$ cat config.mk
export PLATFORM = sky130hd
export DESIGN_NAME = eeprom_controller
export DESIGN_NICKNAME = d
export VERILOG_FILES = /design/src/rtl/eeprom_ctl_pkg.sv /design/src/rtl/eeprom_controller.sv
export SDC_FILE = /design/constraint.sdc
export NUM_CORES = 1
export LEC_CHECK = 0
export ABC_CLOCK_PERIOD_IN_PS = 5900
export BUFFER_PORTS_ARGS = -buffer_cell sky130_fd_sc_hd__buf_2
export CAP_MARGIN = 25
export CORE_MARGIN = 3
export CORE_UTILIZATION = 60
export CTS_CLUSTER_SIZE = 25
export DETAILED_ROUTE_END_ITERATION = 10
export PLACE_DENSITY = 0.84
export SYNTH_ARGS = -nofsm -noshare
export SYNTH_HDL_FRONTEND = slang
export SYNTH_SLANG_ARGS = --single-unit
$ cat constraint.sdc
create_clock -name pclk -period 5.9 [get_ports pclk]
set_input_delay 0.885 -clock pclk [delete_from_list [all_inputs] [get_ports pclk]]
set_output_delay 0.885 -clock pclk [all_outputs]
set_load 0.005 [all_outputs]
$ cat src/rtl/eeprom_ctl_pkg.sv
package eeprom_ctl_pkg;

    // Register byte offsets on the APB side
    localparam int           ADDR_W           = 12;
    localparam logic [11:0]  CMD_OFS          = 12'h0B0;
    localparam logic [11:0]  DATA_OFS         = 12'h0B4;
    localparam logic [11:0]  IRQ_STAT_OFS     = 12'h0B8;
    localparam logic [11:0]  IRQ_MASK_OFS     = 12'h0BC;

    // Field positions in eeprom_command_status
    localparam int           BUSY_BIT         = 31;
    localparam int           OP_MSB           = 30;
    localparam int           OP_LSB           = 28;
    localparam int           TIMEOUT_BIT      = 9;
    localparam int           LOADED_BIT       = 8;
    localparam logic [7:0]   ADDR_RESET       = 8'h00;
    localparam logic [7:0]   DATA_RESET       = 8'h00;

    // Interrupt status / mask bit positions
    localparam int           IRQ_W            = 3;
    localparam int           IRQ_DONE         = 0;
    localparam int           IRQ_TIMEOUT      = 1;
    localparam int           IRQ_LOADED       = 2;

    // Serial frame constants
    localparam int           FRAME_W          = 19;
    localparam logic [4:0]   LEN_SHORT        = 5'd11;
    localparam logic [4:0]   LEN_LONG         = 5'd19;
    localparam logic [4:0]   LEN_BYTE         = 5'd8;
    localparam logic [2:0]   HDR_READ         = 3'h6;
    localparam logic [2:0]   HDR_WRITE        = 3'h5;
    localparam logic [2:0]   HDR_ERASE        = 3'h7;
    localparam logic [2:0]   HDR_SPECIAL      = 3'h4;
    localparam logic [7:0]   EW_ENABLE_ADDR   = 8'hC0;
    localparam logic [7:0]   EW_DISABLE_ADDR  = 8'h00;
    localparam logic [7:0]   WRITE_ALL_ADDR   = 8'h40;
    localparam logic [7:0]   ERASE_ALL_ADDR   = 8'h80;
    localparam logic [7:0]   SIGNATURE        = 8'hA5;
    localparam logic [2:0]   LAST_MAC_IDX     = 3'd6;

    // Timing, clock period 25 ns
    localparam int           CLK_NS           = 25;
    localparam int           SK_HALF_NS       = 1000;
    localparam int           CS_LOW_NS        = 250;
    localparam int           TIMEOUT_MS       = 30;
    // Synchroniser lag plus the memory's turn-on after chip select rises
    localparam int           POLL_SETTLE_CYC  = 4;
    localparam int           SK_HALF_CYC      = (SK_HALF_NS + CLK_NS - 1) / CLK_NS;
    localparam int           CS_LOW_CYC       = (CS_LOW_NS + CLK_NS - 1) / CLK_NS;
    localparam int           TIMEOUT_CYC      = TIMEOUT_MS * 1000000 / CLK_NS;
    localparam int           WAIT_W           = 21;
    localparam int           DIV_W            = 6;

    // Command field encoding
    typedef enum logic [2:0] {
        OP_READ, OP_EW_DISABLE, OP_EW_ENABLE, OP_WRITE,
        OP_WRITE_ALL, OP_ERASE, OP_ERASE_ALL, OP_RELOAD
    } op_t;

    // Controller sequencer states
    typedef enum logic [2:0] {
        ST_IDLE, ST_SEND, ST_RECV, ST_GAP, ST_POLL
    } state_t;

    // Pins driven toward the memory
    typedef struct packed {
        logic cs;
        logic sk;
        logic data_o;
        logic data_oe;
    } pin_out_t;

endpackage

$ cat src/rtl/eeprom_controller.sv
// Register access over APB and the placing of the registers were chosen for this implementation.
`timescale 1ns/1ps
`default_nettype none

// Operation
// - No response in 30 ms: abort to idle
// - Time-out sets sticky bit 9, write-one clears
// - Data pin high: no time-out, busy clears
// - Only erase/write commands can time out
// - Valid memory and address loaded sets bit 8
// - Byte address field bits 7-0, reset zero
// - Data register bits 7-0, reset zero
module eeprom_controller
    import eeprom_ctl_pkg::*;
#(
    parameter int unsigned TIMEOUT_CYCLES = TIMEOUT_CYC
) (
    input  wire logic              pclk,
    input  wire logic              presetn,
    input  wire logic              psel,
    input  wire logic              penable,
    input  wire logic              pwrite,
    input  wire logic [ADDR_W-1:0] paddr,
    input  wire logic [31:0]       pwdata,
    input  wire logic [3:0]        pstrb,
    output logic      [31:0]       prdata,
    output logic                   pready,
    output logic                   pslverr,
    output logic                   irq,
    output logic      [47:0]       station_addr,
    output pin_out_t               eeprom_pins,
    input  wire logic              eeprom_data_pin_i
);

    // Bus decode
    logic          setup;          // First cycle of a transfer
    logic          wr_acc;         // Write takes effect
    logic          mapped;         // Address hits a register
    logic          busy;           // Command in progress
    logic [31:0]   rd_mux;         // Read value before the flop
    logic          err_r;          // Unmapped, seen in setup
    logic [31:0]   prdata_r;       // Registered read data

    // Software visible state
    logic [7:0]    addr_r;         // Location field
    logic [7:0]    data_r;         // Data byte
    op_t           cmd_op_r;       // Command field
    logic          start_r;        // Start request pulse
    logic          timeout_r;      // Sticky time-out flag
    logic          loaded_r;       // Sticky address-loaded flag
    logic [IRQ_W-1:0] irq_stat_r;  // Sticky event bits
    logic [IRQ_W-1:0] irq_mask_r;  // Enables onto irq

    // Sequencer
    state_t             state_r;
    op_t                op_r;      // Command being run
    logic               boot_r;    // Power-up reload pending
    logic [FRAME_W-1:0] sh_r;      // Outgoing frame, MSB first
    logic [7:0]         rx_r;      // Incoming byte
    logic [4:0]         cnt_r;     // Bits left in this phase
    logic               phase_r;   // Serial clock is high
    logic               poll_r;    // Ready poll still to come
    logic               more_r;    // Reload has bytes left
    logic [2:0]         idx_r;     // Reload location
    logic [WAIT_W-1:0]  wait_r;    // Gap and time-out counter
    logic [DIV_W-1:0]   div_r;     // Serial clock divider
    logic               tick;      // Half serial period enable
    logic               done_p;    // Command finished
    logic               tmo_p;     // Time-out happened
    logic               load_p;    // Station address loaded
    logic               rd_p;      // Read byte is ready
    pin_out_t           pins_r;    // Pin flops
    logic [47:0]        mac_r;     // Loaded station address
    logic               din_m_r;   // Synchroniser stage one
    logic               din_s_r;   // Synchronised data pin

    localparam logic [WAIT_W-1:0] TMO_LAST =
        WAIT_W'(TIMEOUT_CYCLES - 1);
    localparam logic [WAIT_W-1:0] GAP_LAST = WAIT_W'(CS_LOW_CYC - 1);
    localparam logic [DIV_W-1:0]  DIV_LAST = DIV_W'(SK_HALF_CYC - 1);
    // Pin level before this count still shows the released bus
    localparam logic [WAIT_W-1:0] SETTLE_LAST =
        WAIT_W'(POLL_SETTLE_CYC - 1);

    // Builds start bit, opcode, address and optional data
    function automatic logic [FRAME_W-1:0] make_frame(
        input op_t op, input logic [7:0] a, input logic [7:0] d);
        logic [2:0] hdr;
        logic [7:0] ad;
        hdr = HDR_SPECIAL;
        ad  = a;
        unique case (op)
            OP_READ, OP_RELOAD: hdr = HDR_READ;
            OP_WRITE:           hdr = HDR_WRITE;
            OP_ERASE:           hdr = HDR_ERASE;
            OP_EW_ENABLE:       ad  = EW_ENABLE_ADDR;
            OP_EW_DISABLE:      ad  = EW_DISABLE_ADDR;
            OP_WRITE_ALL:       ad  = WRITE_ALL_ADDR;
            OP_ERASE_ALL:       ad  = ERASE_ALL_ADDR;
        endcase
        return {hdr, ad, d};
    endfunction

    // Commands that program the array and wait for ready
    function automatic logic is_prog(input op_t op);
        return op == OP_WRITE || op == OP_WRITE_ALL ||
               op == OP_ERASE || op == OP_ERASE_ALL;
    endfunction

    assign setup  = psel & ~penable;
    assign wr_acc = psel & penable & pwrite;
    assign mapped = paddr == CMD_OFS || paddr == DATA_OFS ||
                    paddr == IRQ_STAT_OFS || paddr == IRQ_MASK_OFS;
    // Busy also covers the pulses around the state change
    assign busy   = state_r != ST_IDLE || boot_r || start_r || done_p;
    assign tick   = div_r == DIV_LAST;

    // Zero wait states; error only on unmapped access
    assign pready  = 1'b1;
    assign pslverr = psel & penable & err_r;
    assign prdata  = prdata_r;
    assign irq     = |(irq_stat_r & irq_mask_r);
    assign eeprom_pins  = pins_r;
    assign station_addr = mac_r;

    // Read multiplexer, reserved bits read zero
    always_comb begin
        rd_mux = 32'h0000_0000;
        if (paddr == CMD_OFS) begin
            rd_mux[BUSY_BIT]        = busy;
            rd_mux[OP_MSB:OP_LSB]   = cmd_op_r;
            rd_mux[TIMEOUT_BIT]     = timeout_r;
            rd_mux[LOADED_BIT]      = loaded_r;
            rd_mux[7:0]             = addr_r;
        end else if (paddr == DATA_OFS) begin
            rd_mux[7:0] = data_r;
        end else if (paddr == IRQ_STAT_OFS) begin
            rd_mux[IRQ_W-1:0] = irq_stat_r;
        end else if (paddr == IRQ_MASK_OFS) begin
            rd_mux[IRQ_W-1:0] = irq_mask_r;
        end
    end

    // Read data and error captured in the setup cycle
    always_ff @(posedge pclk or negedge presetn) begin
        if (!presetn) begin
            prdata_r <= 32'h0000_0000;
            err_r    <= 1'b0;
        end else if (setup) begin
            prdata_r <= pwrite ? 32'h0000_0000 : rd_mux;
            err_r    <= ~mapped;
        end
    end

    // Command field, location and start; ignored while busy
    always_ff @(posedge pclk or negedge presetn) begin
        if (!presetn) begin
            addr_r   <= ADDR_RESET;
            cmd_op_r <= OP_READ;
            start_r  <= 1'b0;
        end else begin
            start_r <= 1'b0;
            if (wr_acc && paddr == CMD_OFS && !busy) begin
                if (pstrb[0])
                    addr_r <= pwdata[7:0];
                if (pstrb[3]) begin
                    cmd_op_r <= op_t'(pwdata[OP_MSB:OP_LSB]);
                    start_r  <= pwdata[BUSY_BIT];
                end
            end
        end
    end

    // Data byte: software writes when idle, reads fill it
    always_ff @(posedge pclk or negedge presetn) begin
        if (!presetn) begin
            data_r <= DATA_RESET;
        end else if (rd_p) begin
            data_r <= rx_r;
        end else if (wr_acc && paddr == DATA_OFS && !busy && pstrb[0]) begin
            data_r <= pwdata[7:0];
        end
    end

    // Sticky flags; a new event wins over a write-one clear
    always_ff @(posedge pclk or negedge presetn) begin
        if (!presetn) begin
            timeout_r <= 1'b0;
            loaded_r  <= 1'b0;
        end else begin
            if (tmo_p)
                timeout_r <= 1'b1;
            else if (wr_acc && paddr == CMD_OFS && pstrb[1] &&
                     pwdata[TIMEOUT_BIT])
                timeout_r <= 1'b0;
            if (load_p)
                loaded_r <= 1'b1;
            else if (wr_acc && paddr == CMD_OFS && pstrb[1] &&
                     pwdata[LOADED_BIT])
                loaded_r <= 1'b0;
        end
    end

    // Interrupt status and mask
    always_ff @(posedge pclk or negedge presetn) begin
        if (!presetn) begin
            irq_stat_r <= '0;
            irq_mask_r <= '0;
        end else begin
            for (int i = 0; i < IRQ_W; i++) begin
                if (wr_acc && paddr == IRQ_STAT_OFS && pwdata[i])
                    irq_stat_r[i] <= 1'b0;
            end
            if (done_p)
                irq_stat_r[IRQ_DONE] <= 1'b1;
            if (tmo_p)
                irq_stat_r[IRQ_TIMEOUT] <= 1'b1;
            if (load_p)
                irq_stat_r[IRQ_LOADED] <= 1'b1;
            if (wr_acc && paddr == IRQ_MASK_OFS && pstrb[0])
                irq_mask_r <= pwdata[IRQ_W-1:0];
        end
    end

    // Two-flop synchroniser on the data pin
    always_ff @(posedge pclk or negedge presetn) begin
        if (!presetn) begin
            din_m_r <= 1'b0;
            din_s_r <= 1'b0;
        end else begin
            din_m_r <= eeprom_data_pin_i;
            din_s_r <= din_m_r;
        end
    end

    // Serial clock divider, free running for simplicity
    always_ff @(posedge pclk or negedge presetn) begin
        if (!presetn)
            div_r <= '0;
        else
            div_r <= tick ? '0 : div_r + 1'b1;
    end

    // Command sequencer and pins
    always_ff @(posedge pclk or negedge presetn) begin
        if (!presetn) begin
            state_r <= ST_IDLE;
            op_r    <= OP_READ;
            boot_r  <= 1'b1;
            sh_r    <= '0;
            rx_r    <= 8'h00;
            cnt_r   <= '0;
            phase_r <= 1'b0;
            poll_r  <= 1'b0;
            more_r  <= 1'b0;
            idx_r   <= '0;
            wait_r  <= '0;
            done_p  <= 1'b0;
            tmo_p   <= 1'b0;
            load_p  <= 1'b0;
            rd_p    <= 1'b0;
            pins_r  <= '0;
            mac_r   <= '0;
        end else begin
            done_p <= 1'b0;
            tmo_p  <= 1'b0;
            load_p <= 1'b0;
            rd_p   <= 1'b0;
            unique case (state_r)
                ST_IDLE: begin
                    // Power-up reload goes before any software command
                    if (boot_r || start_r) begin
                        op_r    <= boot_r ? OP_RELOAD : cmd_op_r;
                        boot_r  <= 1'b0;
                        idx_r   <= '0;
                        sh_r    <= boot_r ? make_frame(OP_RELOAD, 8'h00, 8'h00)
                                          : make_frame(cmd_op_r, addr_r, data_r);
                        cnt_r   <= (!boot_r && (cmd_op_r == OP_WRITE ||
                                    cmd_op_r == OP_WRITE_ALL))
                                   ? LEN_LONG : LEN_SHORT;
                        poll_r  <= !boot_r && is_prog(cmd_op_r);
                        phase_r <= 1'b0;
                        pins_r  <= '{cs: 1'b1, sk: 1'b0, data_o: 1'b0,
                                     data_oe: 1'b1};
                        state_r <= ST_SEND;
                    end
                end
                ST_SEND: begin
                    pins_r.data_o <= sh_r[FRAME_W-1];
                    if (tick) begin
                        phase_r   <= ~phase_r;
                        pins_r.sk <= ~phase_r;
                        if (phase_r) begin
                            sh_r  <= {sh_r[FRAME_W-2:0], 1'b0};
                            cnt_r <= cnt_r - 1'b1;
                            if (cnt_r == 5'd1) begin
                                // Reads turn the pin round
                                if (op_r == OP_READ || op_r == OP_RELOAD) begin
                                    pins_r.data_oe <= 1'b0;
                                    cnt_r   <= LEN_BYTE;
                                    state_r <= ST_RECV;
                                end else begin
                                    pins_r  <= '0;
                                    wait_r  <= '0;
                                    state_r <= ST_GAP;
                                end
                            end
                        end
                    end
                end
                ST_RECV: begin
                    if (tick) begin
                        phase_r   <= ~phase_r;
                        pins_r.sk <= ~phase_r;
                        if (phase_r) begin
                            rx_r  <= {rx_r[6:0], din_s_r};
                            cnt_r <= cnt_r - 1'b1;
                            if (cnt_r == 5'd1) begin
                                pins_r  <= '0;
                                wait_r  <= '0;
                                state_r <= ST_GAP;
                                more_r  <= 1'b0;
                                if (op_r == OP_READ) begin
                                    rd_p <= 1'b1;
                                end else if (idx_r == 3'd0) begin
                                    // Blank memory reads all ones: no load
                                    more_r <= {rx_r[6:0], din_s_r} == SIGNATURE;
                                end else begin
                                    mac_r[8*(idx_r-3'd1) +: 8] <=
                                        {rx_r[6:0], din_s_r};
                                    more_r <= idx_r != LAST_MAC_IDX;
                                    load_p <= idx_r == LAST_MAC_IDX;
                                end
                            end
                        end
                    end
                end
                ST_GAP: begin
                    // Chip select low between frames
                    wait_r <= wait_r + 1'b1;
                    if (wait_r == GAP_LAST) begin
                        wait_r <= '0;
                        if (poll_r) begin
                            poll_r  <= 1'b0;
                            pins_r.cs <= 1'b1;
                            state_r <= ST_POLL;
                        end else if (more_r) begin
                            idx_r   <= idx_r + 1'b1;
                            sh_r    <= make_frame(OP_READ, {5'h00, idx_r + 3'd1},
                                                  8'h00);
                            cnt_r   <= LEN_SHORT;
                            phase_r <= 1'b0;
                            pins_r  <= '{cs: 1'b1, sk: 1'b0, data_o: 1'b0,
                                         data_oe: 1'b1};
                            state_r <= ST_SEND;
                        end else begin
                            done_p  <= 1'b1;
                            state_r <= ST_IDLE;
                        end
                    end
                end
                ST_POLL: begin
                    // Ready trusted only once the pin has settled
                    wait_r <= wait_r + 1'b1;
                    if (din_s_r && wait_r >= SETTLE_LAST) begin
                        pins_r  <= '0;
                        done_p  <= 1'b1;
                        state_r <= ST_IDLE;
                    end else if (wait_r == TMO_LAST) begin
                        pins_r  <= '0;
                        done_p  <= 1'b1;
                        tmo_p   <= 1'b1;
                        state_r <= ST_IDLE;
                    end
                end
            endcase
        end
    end
endmodule

`default_nettype wire

==> Yosys cells after proc, flatten, opt, wreduce, memory -nomap -nowiden <==
Index checks and enable logic that the tools add are counted.
{ "word_totals": {"ff_bits": 191, "input_bits": 54} }
{ "op_classes": {"n_addsub": 6, "order_cmp": 1, "n_eq_ne": 37, "n_shift": 2, "mux": 120, "n_bitwise": 10, "reduce_logical": 66} }
{ "ops": {"columns": ["operator", "n"], "rows": [
  ["$mux W21", 8],
  ["$mux W19", 7],
  ["$pmux W21 S4", 1],
  ["$mux W3", 21],
  ["$mux W5", 12],
  ["$pmux W19 S3", 1],
  ["$bwmux W48", 1],
  ["$eq A12 B8 Y1 const B", 4],
  ["$mux W4", 12],
  ["$shift A8 B34 Y48 const A", 1],
  ["$shiftx A8 B34 Y48", 1],
  ["$mux W1", 42],
  ["$neg A32 Y34", 1],
  ["$mux W32", 1],
  ["$pmux W8 S4", 1],
  ["$mux W8", 3],
  ["$ne A2 B2 Y1 const B", 11],
  ["$reduce_and A11 Y1", 2],
  ["$add A21 B1 Y21 const B", 1],
  ["$eq A21 B21 Y1 const B", 1],
  ["$eq A21 B4 Y1 const B", 1],
  ["$eq A3 B3 Y1 const B", 7],
  ["$ge A21 B2 Y1 const B", 1],
  ["$pmux W4 S5", 1],
  ["other kinds (39)", 100]
]} }

==> Depth between registers and ports, before layout <==
Gate-level depths: netlist of the first run.
{ "depth": {"word_depth": 9, "ltp_mapped": 13, "mapped_depth_nobuf": 12} }

==> Worst setup path after synthesis of the first run <==
No wires, ideal clock.
{ "synth_path": {"path_kind": "flip-flop to flip-flop", "start": "reg idx_r[0]", "end": "reg mac_r[38] (netlist: station_addr[38])", "arrival_ns": 3.185, "setup_slack_ns": 2.579, "stages_incl_launch_ff": 13, "n_path_buf": 2, "synth_period_minus_slack_ns": 3.321, "path_cell_list": "dfrtp_1 > inv_1 > ha_1 > clkbuf_1 > nand3_1 > ha_1 > nand4b_1 > or4b_2 > a211oi_1 > nand3b_1 > clkbuf_1 > nand2_1 > o21ai_0"} }
{ "synth_via": {"elab_chain_len": 4} }
{ "synth_lines": {"columns": ["item", "line_no", "rtl"], "rows": [
  ["start, declared", "eeprom_controller.sv:64", "logic [2:0] idx_r;"],
  ["start signal, assigned", "eeprom_controller.sv:348", "idx_r <= idx_r + 1'b1;"],
  ["$sub A3 B1 Y4", "eeprom_controller.sv:329", "mac_r[8*(idx_r-3'd1) +: 8] <="],
  ["$neg A32 Y34", "eeprom_controller.sv:329", null],
  ["$shiftx A8 B34 Y48 or $shift A8 B34 Y48 (tied branches)", "eeprom_controller.sv:329", null],
  ["$bwmux W48", "eeprom_controller.sv:329", null],
  ["end signal, assigned by index", "eeprom_controller.sv:329", null],
  ["end, declared", "eeprom_controller.sv:73", "logic [47:0] mac_r;"]
]} }
Several ways; a longest one is shown, not always the timed one.
A chain may end at the register's enable or synchronous reset.

==> Worst setup path in the final report of the first run <==
{ "layout_path": {"start": "reg idx_r[0]", "end": "reg mac_r[33] (netlist: station_addr[33])"} }
Same word-level chain as after synthesis.

==> metrics.md, run 1 <==
| Metric | Value |
|---|---|
| Largest family of logic cells by synthesized area | `simple AND/OR/NAND/NOR gates` |
| Post-synthesis mux area share | `7.18%` |
| Setup violations, final | `0` |
| CTS tree | `yes` |
| Layout Cells excl Fill | `1142` |
| Post-synth EDFFs | `0` |
| GPL Wtd Cong | `0.924` |
| Synth Area in XOR/XNOR | `1.93%` |
| Global Route Usage Sum | `25.2%` |
| Crit Path Class | `reg -> reg` |
| DRC violations left | `0` |
| Required @ worst endpoint | `6.22 ns` |
| Die width | `126 µm` |
| R2R setup slack | `1.72 ns` |
| P&R area growth vs syn | `13.3%` |
| Critical R2R Launch | `idx_r[0]$_DFFE_PN0P_` |
| Commonest non-fill, non-tap cell in the layout | `dfrtp_1` |
| FF+latch area | `4330 µm²` |
| Final Cycle Share | `about 71%` |
| Cell Area, Synth | `about 8600 µm²` |
| Post-synthesis adder-cell area fraction | `under 10%` |
| Vias/cell | `a little over 6` |
| CTS Sinks | `173` |
| Critical path data arrival time | `4.50 ns` |
| CP peak stage delay | `0.70 ns` |
| Synth warn | `0` |
| Clk_lat worst skew | `0.43 ns` |
| Global-route wire length before repair | `32500 µm` |
| Layout fillers | `999` |
| Compound-Gate Fraction of Synth Area | `around 15%` |
| Ys flop type | `dfrtp_1` |
| Std-Cell Rows | `43` |
| HPWL Detailed | `about 14000 µm` |
| Max-cap violation count | `0` |
| Area of the multi-input gates | `3880 µm²` |
| Htree depth | `4` |
| Slew Limit Fails | `0` |
| Async S/R FF share, synth | `100%` |
| Antenna violations before repair | `0` |
| Crit path max fanout | `16` |
| Post-DR wirelength/cell | `17.5 µm` |
| Relative slew slack | `29.8%` |
| Fraction of layout cells with a size suffix above 1 | `approximately 20%` |
| Die Ht | `around 130 µm` |
| Clock slew at reported path FFs | `0.07 ns` |
| Commonest cells after routing, fill and taps aside | `172 x dfrtp_1, 120 x nand2_1, 101 x buf_2, 64 x nor2_1, 51 x a21oi_1` |
| DRT Wirelength | `19900 µm` |
| RSZ-0062 raised after global routing | `no` |
| Root cell of the clock tree | `clkbuf_16` |
| Count of hold-fix buffers inserted at cts | `0` |
| Largest net degree at the start of global routing | `77` |
| Count of different cell masters after synthesis | `71` |
| Critical-path cell list | `inv_1 -> ha_1 -> xnor2_1 -> nand3_1 -> ha_1 -> nand4b_1 -> or4b_2 -> a211oi_1 -> nand3b_1 -> o31ai_1` |
| Slew @ Worst Pin | `1.05 ns` |
| Syn Inst Count | `~870` |
| Register share of total power | `48.2%` |
| Sw Ratio | `21.3%` |
| Post-cts gate resize count | `0` |
| DR WL met3 | `approximately 1400 µm` |
| Int Power | `1.95 mW` |
| CTS Buf Count | `17` |
| Hold Vio Cnt, Final | `0` |
| Port buffer count | `102` |
| Clk network pwr share | `49.7%` |
| Buffer count from post-CTS setup fixing | `0` |
| Final setup TNS | `0 ns` |
| Core area | `13900 µm²` |
| Synth area leaders | `dfrtp_1 50%, nand2_1 5.2%, mux2_2 5.0%` |
| Synthesized flop and latch total | `173` |
| Crit path max-delay cell type | `dfrtp_1` |
| Register area share after synthesis | `around 50%` |
| Placed cells | `1109` |
| Routed wl met2 | `between 9000 and 10000 µm` |
| Clk_skew | `0.0111 ns` |
| CP startpoint | `idx_r[0]$_DFFE_PN0P_` |
| Iter 0 DRT Violations | `633` |
| Met1 WL | `8520 µm` |
| Routed Antenna Nets | `0` |
| Grt ovf | `0` |
| I/O Pins | `141` |
| Synth area leader | `dfrtp_1` |
| # diodes | `0` |
| Switch Pwr | `0.528 mW` |
| Final #Nets | `1018` |
| Synth top area share | `50.0%` |
| Pwr/cell area | `between 200 and 300 nW/µm²` |
| Top Metal Used | `met4` |
| Status | `finished clean` |
| Synth Area per Inst | `9.86 µm²` |
| Gate power share | `between 2 and 2.5%` |
| Final Critical Period | `4.18 ns` |
| Top cell by count, worst path | `ha_1` |
| Die ar. | `15800 µm²` |
| Pre-antenna DRT Iters | `5` |
| Vias | `6922` |
| Crit start category | `flop` |
| Peak Freq | `0.239 GHz` |
| Peak supply drop | `~0.00019 V` |
| Hold WC Path Type | `in -> async` |
| Clock Tree Buf Depth | `2` |
| CP endpoint kind | `flop` |
| P_leak | `4.62 nW` |
| Initial Util | `61.8%` |
| Vias in the first global route | `6511` |
| Simple-gate share of the synthesized area | `18.1%` |
final timing paths:
kind	endpoint	depth (start not counted)
max	station_addr[33]$_DFFE_PN0P_	10
min	station_addr[15]$_DFFE_PN0P_	1
min reg2reg	din_s_r$_DFF_PN0_	0
max reg2reg	station_addr[33]$_DFFE_PN0P_	10
min in group pclk	din_s_r$_DFF_PN0_	0
max in group asynchronous	div_r[1]$_DFF_PN0_	2
power groups by stage:
stage                     logic (mW)  clock network (mW)  registers (mW)
after floorplan               0.0238                   0            1.21
after global placement        0.0540                   0            1.21
after detailed placement      0.0545                   0            1.21
after CTS                     0.0549                1.24            1.19
after global routing          0.0622                1.29            1.19
final                         0.0532                1.23            1.19
sequential cells by signal (all words and copies together) (netlist names), 4 cells and up:
register      count
div_r             6
wait_r           21
sh_r             19
addr_r            8
cnt_r             5
prdata           14
rx_r              8
station_addr     48
eeprom_pins       4
data_r            8
layout make-up:
| type | instances | share of cell area, % |
|---|---|---|
| flip-flops and latches | 173 | 44.4 |
| multi-input cells | 620 | 39.8 |
| repair buffers | 107 | 5.68 |
| clock buffers | 19 | 4.64 |
| well taps | 180 | 2.31 |
| clock inverters | 13 | 2.06 |
| inverters | 30 | 1.15 |
synthesized netlist by cell type (8+ instances only):
library cell and count:
nand2_1 120, o21ai_0 49, xnor2_1 16, dfrtp_1 172, and3_1 8, buf_4 21, nand3_1 28, nor3_1 21
ha_1 15, nor2_1 64, or3_1 14, a22oi_1 13, a211oi_1 8, o31ai_1 16, inv_1 30, mux2i_1 19
mux2_2 38, a21oi_1 51, clkbuf_1 30, buf_2 10
metal layers:
layer	up-vias	global-route usage [%]
met5	-	0
met4	0	8.39
met3	29	5.47
met2	250	40.6
met1	3422	34.3
li1	3221	-
logic make-up (layout without fill, tap and decap cells):
group	count (synthesis)	count (layout)
adder cells (fa/ha/maj)	15	15
XOR/XNOR	19	19
other	2	19
flip-flops	173	173
multiplexers	57	57
AO/OA/AOI/OAI	194	194
AND/OR/NAND/NOR	316	316
buffers and inverters	97	169
through the flow:
step | power (mW) | hold slack (ns) | utilization [%] | cell area [µm²] | setup WS [ns]
4_1_cts | 2.49 | 0.300 | 70.0 | 9750 | 1.76
5_1_grt | 2.55 | 0.307 | 70.0 | 9760 | 1.40
3_3_place_gp | 1.27 | 0.337 | 65.3 | 9100 | 1.97
3_5_place_dp | 1.27 | 0.343 | 65.3 | 9100 | 1.84
6_report | 2.48 | 0.301 | 70.0 | 9760 | 1.72
2_1_floorplan | 1.24 | 0.331 | - | 8680 | 2.58
worst max-delay path, delay by kind of cell, from the launching register on:
| family | cells | cell delay [ns] |
|---|---|---|
| XOR/XNOR | 1 | 0.34 |
| adder cells (fa/ha/maj) | 2 | 0.66 |
| AND/OR/NAND/NOR | 4 | 1.34 |
| AO/OA/AOI/OAI | 2 | 0.77 |
| buffers and inverters | 1 | 0.27 |
| flip-flops | 1 | 0.70 |
No activity file was read; power rests on OpenSTA's default activity.
==> inputs of run 2 (changes only) <==
--- a/config.mk
+++ b/config.mk
@@ -5,14 +5,14 @@
 export SDC_FILE = /design/constraint.sdc
 export NUM_CORES = 1
 export LEC_CHECK = 0
-export ABC_CLOCK_PERIOD_IN_PS = 5900
+export ABC_CLOCK_PERIOD_IN_PS = 3360
 export BUFFER_PORTS_ARGS = -buffer_cell sky130_fd_sc_hd__buf_2
 export CAP_MARGIN = 25
 export CORE_MARGIN = 3
-export CORE_UTILIZATION = 60
+export CORE_UTILIZATION = 51
 export CTS_CLUSTER_SIZE = 25
 export DETAILED_ROUTE_END_ITERATION = 10
-export PLACE_DENSITY = 0.84
+export PLACE_DENSITY = 0.76
 export SYNTH_ARGS = -nofsm -noshare
 export SYNTH_HDL_FRONTEND = slang
 export SYNTH_SLANG_ARGS = --single-unit
==> constraint.sdc (replaced) <==
create_clock -name pclk -period 3.36 [get_ports pclk]
set_input_delay 0.504 -clock pclk [delete_from_list [all_inputs] [get_ports pclk]]
set_output_delay 0.504 -clock pclk [all_outputs]
set_load 0.005 [all_outputs]
==> metrics.md, run 2 (synthesized netlist as in run 1, its figures left out) <==
| Metric | Value |
|---|---|
| Hold_sp | `eeprom_data_pin_i` |
| Crit start category | `flop` |
| Die ar. | `18500 µm² (+17%)` |
| Core Util, Final | `61.7% (-8.3 points)` |
| Crit path max-delay cell type | `nor4b_2` |
| Pre-antenna DRT Iters | `5 (unchanged)` |
| I/O Pins | `141 (unchanged)` |
| Grt ovf | `0 (unchanged)` |
| Commonest non-fill, non-tap cell in the layout | `dfrtp_1` |
| Pwr/cell area | `424 nW/µm² (+67%)` |
| Area of the multi-input gates | `3910 µm² (+0.71%)` |
| HPWL Detailed | `14300 µm (+5.8%)` |
| RSZ-0062 raised after global routing | `no` |
| Post-DR wirelength/cell | `17.3 µm (-0.92%)` |
| Fraction of layout cells with a size suffix above 1 | `22.2% (+2.3 points)` |
| Iter 0 DRT Violations | `641 (+1.3%)` |
| Crit path to | `station_addr[8]$_DFFE_PN0P_` |
| CTS tree | `yes` |
| Max reg flops | `48 (unchanged)` |
| Htree depth | `4 (unchanged)` |
| Global Route Usage Sum | `23.0% (-2.2 points)` |
| Core area | `16200 µm² (+16%)` |
| Relative slew slack | `40.4% (+11 points)` |
| P&R area growth vs syn | `16.2%` |
| Clk_lat worst skew | `0.44 ns (about the same)` |
| R2R setup slack | `0.22 ns (-1.50 ns)` |
| Layout fillers | `1370 (+37%)` |
| FF-to-FF End | `station_addr[8]$_DFFE_PN0P_` |
| DRC violations left | `0 (unchanged)` |
| Final Cycle Share | `93.6% (+23 points)` |
| Port buffer count | `102 (unchanged)` |
| Die width | `136 µm (+8.1%)` |
| Hold WC Path Type | `in -> reg` |
| Initial Util | `53.1% (-8.7 points)` |
| Hold Vio Cnt, Final | `0 (unchanged)` |
| Clk_skew | `0.0162 ns (+0.00506 ns)` |
| Peak supply drop | `0.000345 V (+86%)` |
| Commonest cells after routing, fill and taps aside | `172 x dfrtp_1, 119 x nand2_1, 101 x buf_2, 64 x nor2_1, 51 x a21oi_1` |
| Final Power | `4.25 mW (+72%)` |
| Antenna violations before repair | `0 (unchanged)` |
| Crit path max fanout | `16 (unchanged)` |
| GPL Wtd Cong | `0.876 (-5.3%)` |
| CTS Sinks | `173 (unchanged)` |
| Global-route wire length before repair | `33900 µm (+4.1%)` |
| Critical R2R Launch | `div_r[0]$_DFF_PN0_` |
| Root cell of the clock tree | `clkbuf_16` |
| Required @ worst endpoint | `3.69 ns (-2.53 ns)` |
| Final Critical Period | `3.14 ns (-1.04 ns)` |
| Vias/cell | `5.77 (-4.8%)` |
| Clock Tree Buf Depth | `2 (unchanged)` |
| CP endpoint kind | `flop` |
| Routed Antenna Nets | `0 (unchanged)` |
| Max-cap violation count | `0 (unchanged)` |
| Setup violations, final | `0 (unchanged)` |
| Std-Cell Rows | `46 (+7.0%)` |
| Peak Freq | `0.318 GHz (+33%)` |
| Clock slew at reported path FFs | `0.07 ns (about the same)` |
| Vias in the first global route | `6657 (+2.2%)` |
| R2R cell count | `6 (-4)` |
| Largest net degree at the start of global routing | `69 (-10%)` |
| # diodes | `0 (unchanged)` |
| Crit Path Class | `reg -> reg` |
| CP startpoint | `div_r[0]$_DFF_PN0_` |
| DRT Wirelength | `20800 µm (+4.6%)` |
| Slew Limit Fails | `0 (unchanged)` |
| Status | `finished clean` |
| Slew @ Worst Pin | `0.885 ns (-0.168 ns)` |
| Worst Hold Margin | `0.181 ns (-0.120 ns)` |
| FF+latch area | `4330 µm² (unchanged)` |
| Vias | `6951 (+0.42%)` |
| Die Ht | `136 µm (+8.1%)` |
| P_leak | `4.72 nW (+2.1%)` |
| Final #Nets | `1045 (+2.7%)` |
| CTS Buf Count | `17 (unchanged)` |
| Critical-path cell list | `ha_1 -> or3b_1 -> nor4_2 -> nor4b_2 -> nand2_1 -> o31ai_1` |
| Critical path data arrival time | `3.47 ns (-1.03 ns)` |
| CP peak stage delay | `0.60 ns (-0.10 ns)` |
==> run 2: changes by cell type in the layout (fill, tap and decap cells not counted), sizes merged <==
cell	delta
clkinv	+2
inv	-1
bufinv	-1
buf	+26
dlygate4sd3	+1
==> run 2: stage by stage <==
stage,worst slack [ns],std cells,area (µm²),TNS (ns)
after floorplan,0.0389,890,8680,0
after global placement,0.0759,1169,9330,0
after detailed placement,-0.0168,1169,9330,-0.105
after CTS,0.0412,1203,9970,0
after global routing,0.00282,1205,10000,0
final,0.217,1205,10000,0
==> run 2: layout make-up <==
type                            instances  share of cell area, %
Timing Repair Buffer                  134                   7.71
Inverter                               30                   1.12
Multi-Input combinational cell        620                   39.0
Tap cell                              216                   2.70
Sequential cell                       173                   43.3
Clock inverter                         13                   1.84
Clock buffer                           19                   4.32
==> run 2: timing repair <==
item / in CTS / in global routing
setup buffers: 1 / 1
setup endpoints to repair: 8 / 24
endpoints found under the hold margin: 35 / 0
hold buffers: 1 / 0
pin swaps: 1 / 0
resized for setup: 0 / 5
==> run 2: worst max-delay path: cells and delay by family, from the launching register on <==
kind	cells	cell delay, ns
AOI/OAI and AO/OA	1	0.38
adders and majority gates	1	0.22
DFF	1	0.38
and+or+nand+nor	4	2.06
==> run 2: how the worst min path moves through the flow <==
stage / endpoint / slack (ns) / depth (start not counted)
finish: din_m_r$_DFF_PN0_ / 0.18 / 1
detailed placement: din_s_r$_DFF_PN0_ / 0.34 / 0
global route: din_m_r$_DFF_PN0_ / 0.16 / 1
CTS: din_m_r$_DFF_PN0_ / 0.16 / 1
global placement: din_s_r$_DFF_PN0_ / 0.33 / 0
floorplan: addr_r[0]$_DFFE_PN0P_ / 0.21 / 0
==> run 2: routing by layer <==
layer / vias to the layer above / share of wire [%] / global-route usage [%]
li1: 3277 / - / -
met5: - / 0 / 0
met4: 0 / 2.0 / 8.12
met1: 3420 / 45 / 32.0
met3: 35 / 5.4 / 4.33
met2: 219 / 48 / 36.2
==> run 2: report_power, final <==
part           switching, mW  internal [mW]
Sequential           0.00523           2.09
Clock                  0.863           1.19
Combinational         0.0700         0.0307
==> inputs of run 3 (changes only) <==
--- a/config.mk
+++ b/config.mk
@@ -9,10 +9,9 @@
 export BUFFER_PORTS_ARGS = -buffer_cell sky130_fd_sc_hd__buf_2
 export CAP_MARGIN = 25
 export CORE_MARGIN = 3
-export CORE_UTILIZATION = 51
+export CORE_UTILIZATION = 40
 export CTS_CLUSTER_SIZE = 25
 export DETAILED_ROUTE_END_ITERATION = 10
-export PLACE_DENSITY = 0.76
 export SYNTH_ARGS = -nofsm -noshare
 export SYNTH_HDL_FRONTEND = slang
 export SYNTH_SLANG_ARGS = --single-unit
==> metrics.md, run 3 (synthesized netlist as in run 1, its figures left out) <==
| Metric | Value |
|---|---|
| Routed Antenna Nets | `0 (unchanged)` |
| Critical path data arrival time | `3.49 ns (+0.02 ns)` |
| Critical-path cell list | `inv_1 -> ha_1 -> xnor2_1 -> nand3_1 -> ha_1 -> nand4b_1 -> or4b_2 -> a211oi_1 -> nand4_2 -> buf_4 -> mux2_2` |
| Final Critical Period | `3.17 ns (+0.0291 ns)` |
| Max reg flops | `48 (unchanged)` |
| Relative slew slack | `42.3% (+1.9 points)` |
| Top cell by count, worst path | `ha_1` |
| Core Util, Final | `47.9% (-14 points)` |
| Max-cap violation count | `0 (unchanged)` |
| Slew @ Worst Pin | `0.858 ns (-0.0275 ns)` |
| Die ar. | `23300 µm² (+26%)` |
| CP endpoint kind | `flop` |
| Grt ovf | `0 (unchanged)` |
| Setup violations, final | `0 (unchanged)` |
| Htree depth | `4 (unchanged)` |
| Peak supply drop | `0.000321 V (-7.1%)` |
| HPWL Detailed | `15000 µm (+5.1%)` |
| Pre-antenna DRT Iters | `5 (unchanged)` |
| CP startpoint | `idx_r[1]$_DFFE_PN0P_` |
| Crit path max fanout | `8 (-8)` |
| R2R cell count | `11 (+5)` |
| Crit path max-delay cell type | `or4b_2` |
| CP peak stage delay | `0.64 ns (+0.04 ns)` |
| DRT Wirelength | `21300 µm (+2.0%)` |
| Clk_lat worst skew | `0.43 ns (about the same)` |
| Hold WC Path Type | `in -> async` |
| Post-DR wirelength/cell | `16.8 µm (-2.8%)` |
| Worst slack at placement | `0.0633 ns (+0.0801 ns)` |
| Commonest cells after routing, fill and taps aside | `172 x dfrtp_1, 120 x nand2_1, 101 x buf_2, 64 x nor2_1, 51 x a21oi_1` |
| Vias | `6744 (-3.0%)` |
| P_leak | `4.75 nW (+0.68%)` |
| Clk_skew | `0.0109 ns (-0.00529 ns)` |
| Count of hold-fix buffers inserted at cts | `0 (-1)` |
| FF-to-FF End | `station_addr[5]$_DFFE_PN0P_` |
| Worst path depth | `11 (+5)` |
| CTS Buf Count | `17 (unchanged)` |
| Core area | `21100 µm² (+30%)` |
| Largest net degree at the start of global routing | `79 (+14%)` |
| # diodes | `0 (unchanged)` |
| Antenna violations before repair | `0 (unchanged)` |
| Root cell of the clock tree | `clkbuf_16` |
| Required @ worst endpoint | `3.67 ns (-0.02 ns)` |
| Final Cycle Share | `94.4% (+0.86 points)` |
| Std-Cell Rows | `53 (+15%)` |
| Global-route wire length before repair | `35100 µm (+3.5%)` |
| Die width | `153 µm (+12%)` |
| I/O Pins | `141 (unchanged)` |
| Slew Limit Fails | `0 (unchanged)` |
| Worst setup margin | `0.188 ns (-0.0291 ns)` |
| R2R setup slack | `0.19 ns (-0.03 ns)` |
| Hold Vio Cnt, Final | `0 (unchanged)` |
| Pwr/cell area | `430 nW/µm² (+1.4%)` |
| Placed cells | `1230 (+5.2%)` |
| Layout Cells excl Fill | `1264 (+4.9%)` |
| Crit path to | `station_addr[5]$_DFFE_PN0P_` |
| CTS tree | `yes` |
| Crit Path Class | `reg -> reg` |
| Iter 0 DRT Violations | `404 (-37%)` |
| Commonest non-fill, non-tap cell in the layout | `dfrtp_1` |
| Crit start category | `flop` |
| DRC violations left | `0 (unchanged)` |
| GPL Wtd Cong | `0.840 (-4.1%)` |
| Vias/cell | `5.34 (-7.5%)` |
| Initial Util | `40.8% (-12 points)` |
| Final #Nets | `1045 (unchanged)` |
| Crit path buf inv count | `2 (+2)` |
| Final setup TNS | `0 ns (unchanged)` |
| Status | `finished clean` |
| Die Ht | `153 µm (+12%)` |
| Peak Freq | `0.315 GHz (-0.92%)` |
| P&R area growth vs syn | `17.4%` |
| Vias in the first global route | `6505 (-2.3%)` |
| Fraction of layout cells with a size suffix above 1 | `22.0% (-0.20 points)` |
| Clock slew at reported path FFs | `0.07 ns (about the same)` |
| Critical R2R Launch | `idx_r[1]$_DFFE_PN0P_` |
| Port buffer count | `102 (unchanged)` |
| Clock Tree Buf Depth | `2 (unchanged)` |
| Global Route Usage Sum | `18.4% (-4.5 points)` |
| CTS Sinks | `173 (unchanged)` |
| CP top delay family | `simple AND/OR/NAND/NOR gates` |
| RSZ-0062 raised after global routing | `no` |
run 3: area by class of cell:
type	count	area [µm²]
clock buffer	23	488
clock inverter	9	156
sequential	173	4330
timing repair buffer	134	782
tap	275	344
multi-input combinational	620	3890
inverter	30	113
fill	1973	11000
run 3: what timing repair did:
item,CTS,global route
endpoints found under the setup margin,0,15
gates resized for setup,0,2
buffers inserted,0,1
run 3: metal layers:
layer  track usage, %  part of all wire [%]
met4             4.12                  0.93
met3             3.69                   3.7
met1             26.0                    47
met5                0                     0
met2             29.6                    48
run 3: through the flow:
stage | hold slack, ns | area (µm²) | power, mW
6_report | 0.113 | 10100 | 4.35
5_1_grt | 0.160 | 10100 | 4.50
4_1_cts | 0.145 | 10100 | 4.41
3_5_place_dp | 0.356 | 9440 | 2.24
3_3_place_gp | 0.337 | 9440 | 2.24
2_1_floorplan | 0.208 | 8680 | 2.17
run 3: worst min path at each step:
stage | endpoint | cells past startpoint
after floorplan | addr_r[0]$_DFFE_PN0P_ | 0
after global placement | din_s_r$_DFF_PN0_ | 0
after detailed placement | din_s_r$_DFF_PN0_ | 0
after CTS | station_addr[20]$_DFFE_PN0P_ | 1
after global routing | station_addr[20]$_DFFE_PN0P_ | 1
final | station_addr[20]$_DFFE_PN0P_ | 1
run 3: power breakdown:
| part | internal (mW) | switching, mW |
|---|---|---|
| logic | 0.0315 | 0.0704 |
| clock network | 1.33 | 0.826 |
| registers | 2.09 | 0.00537 |
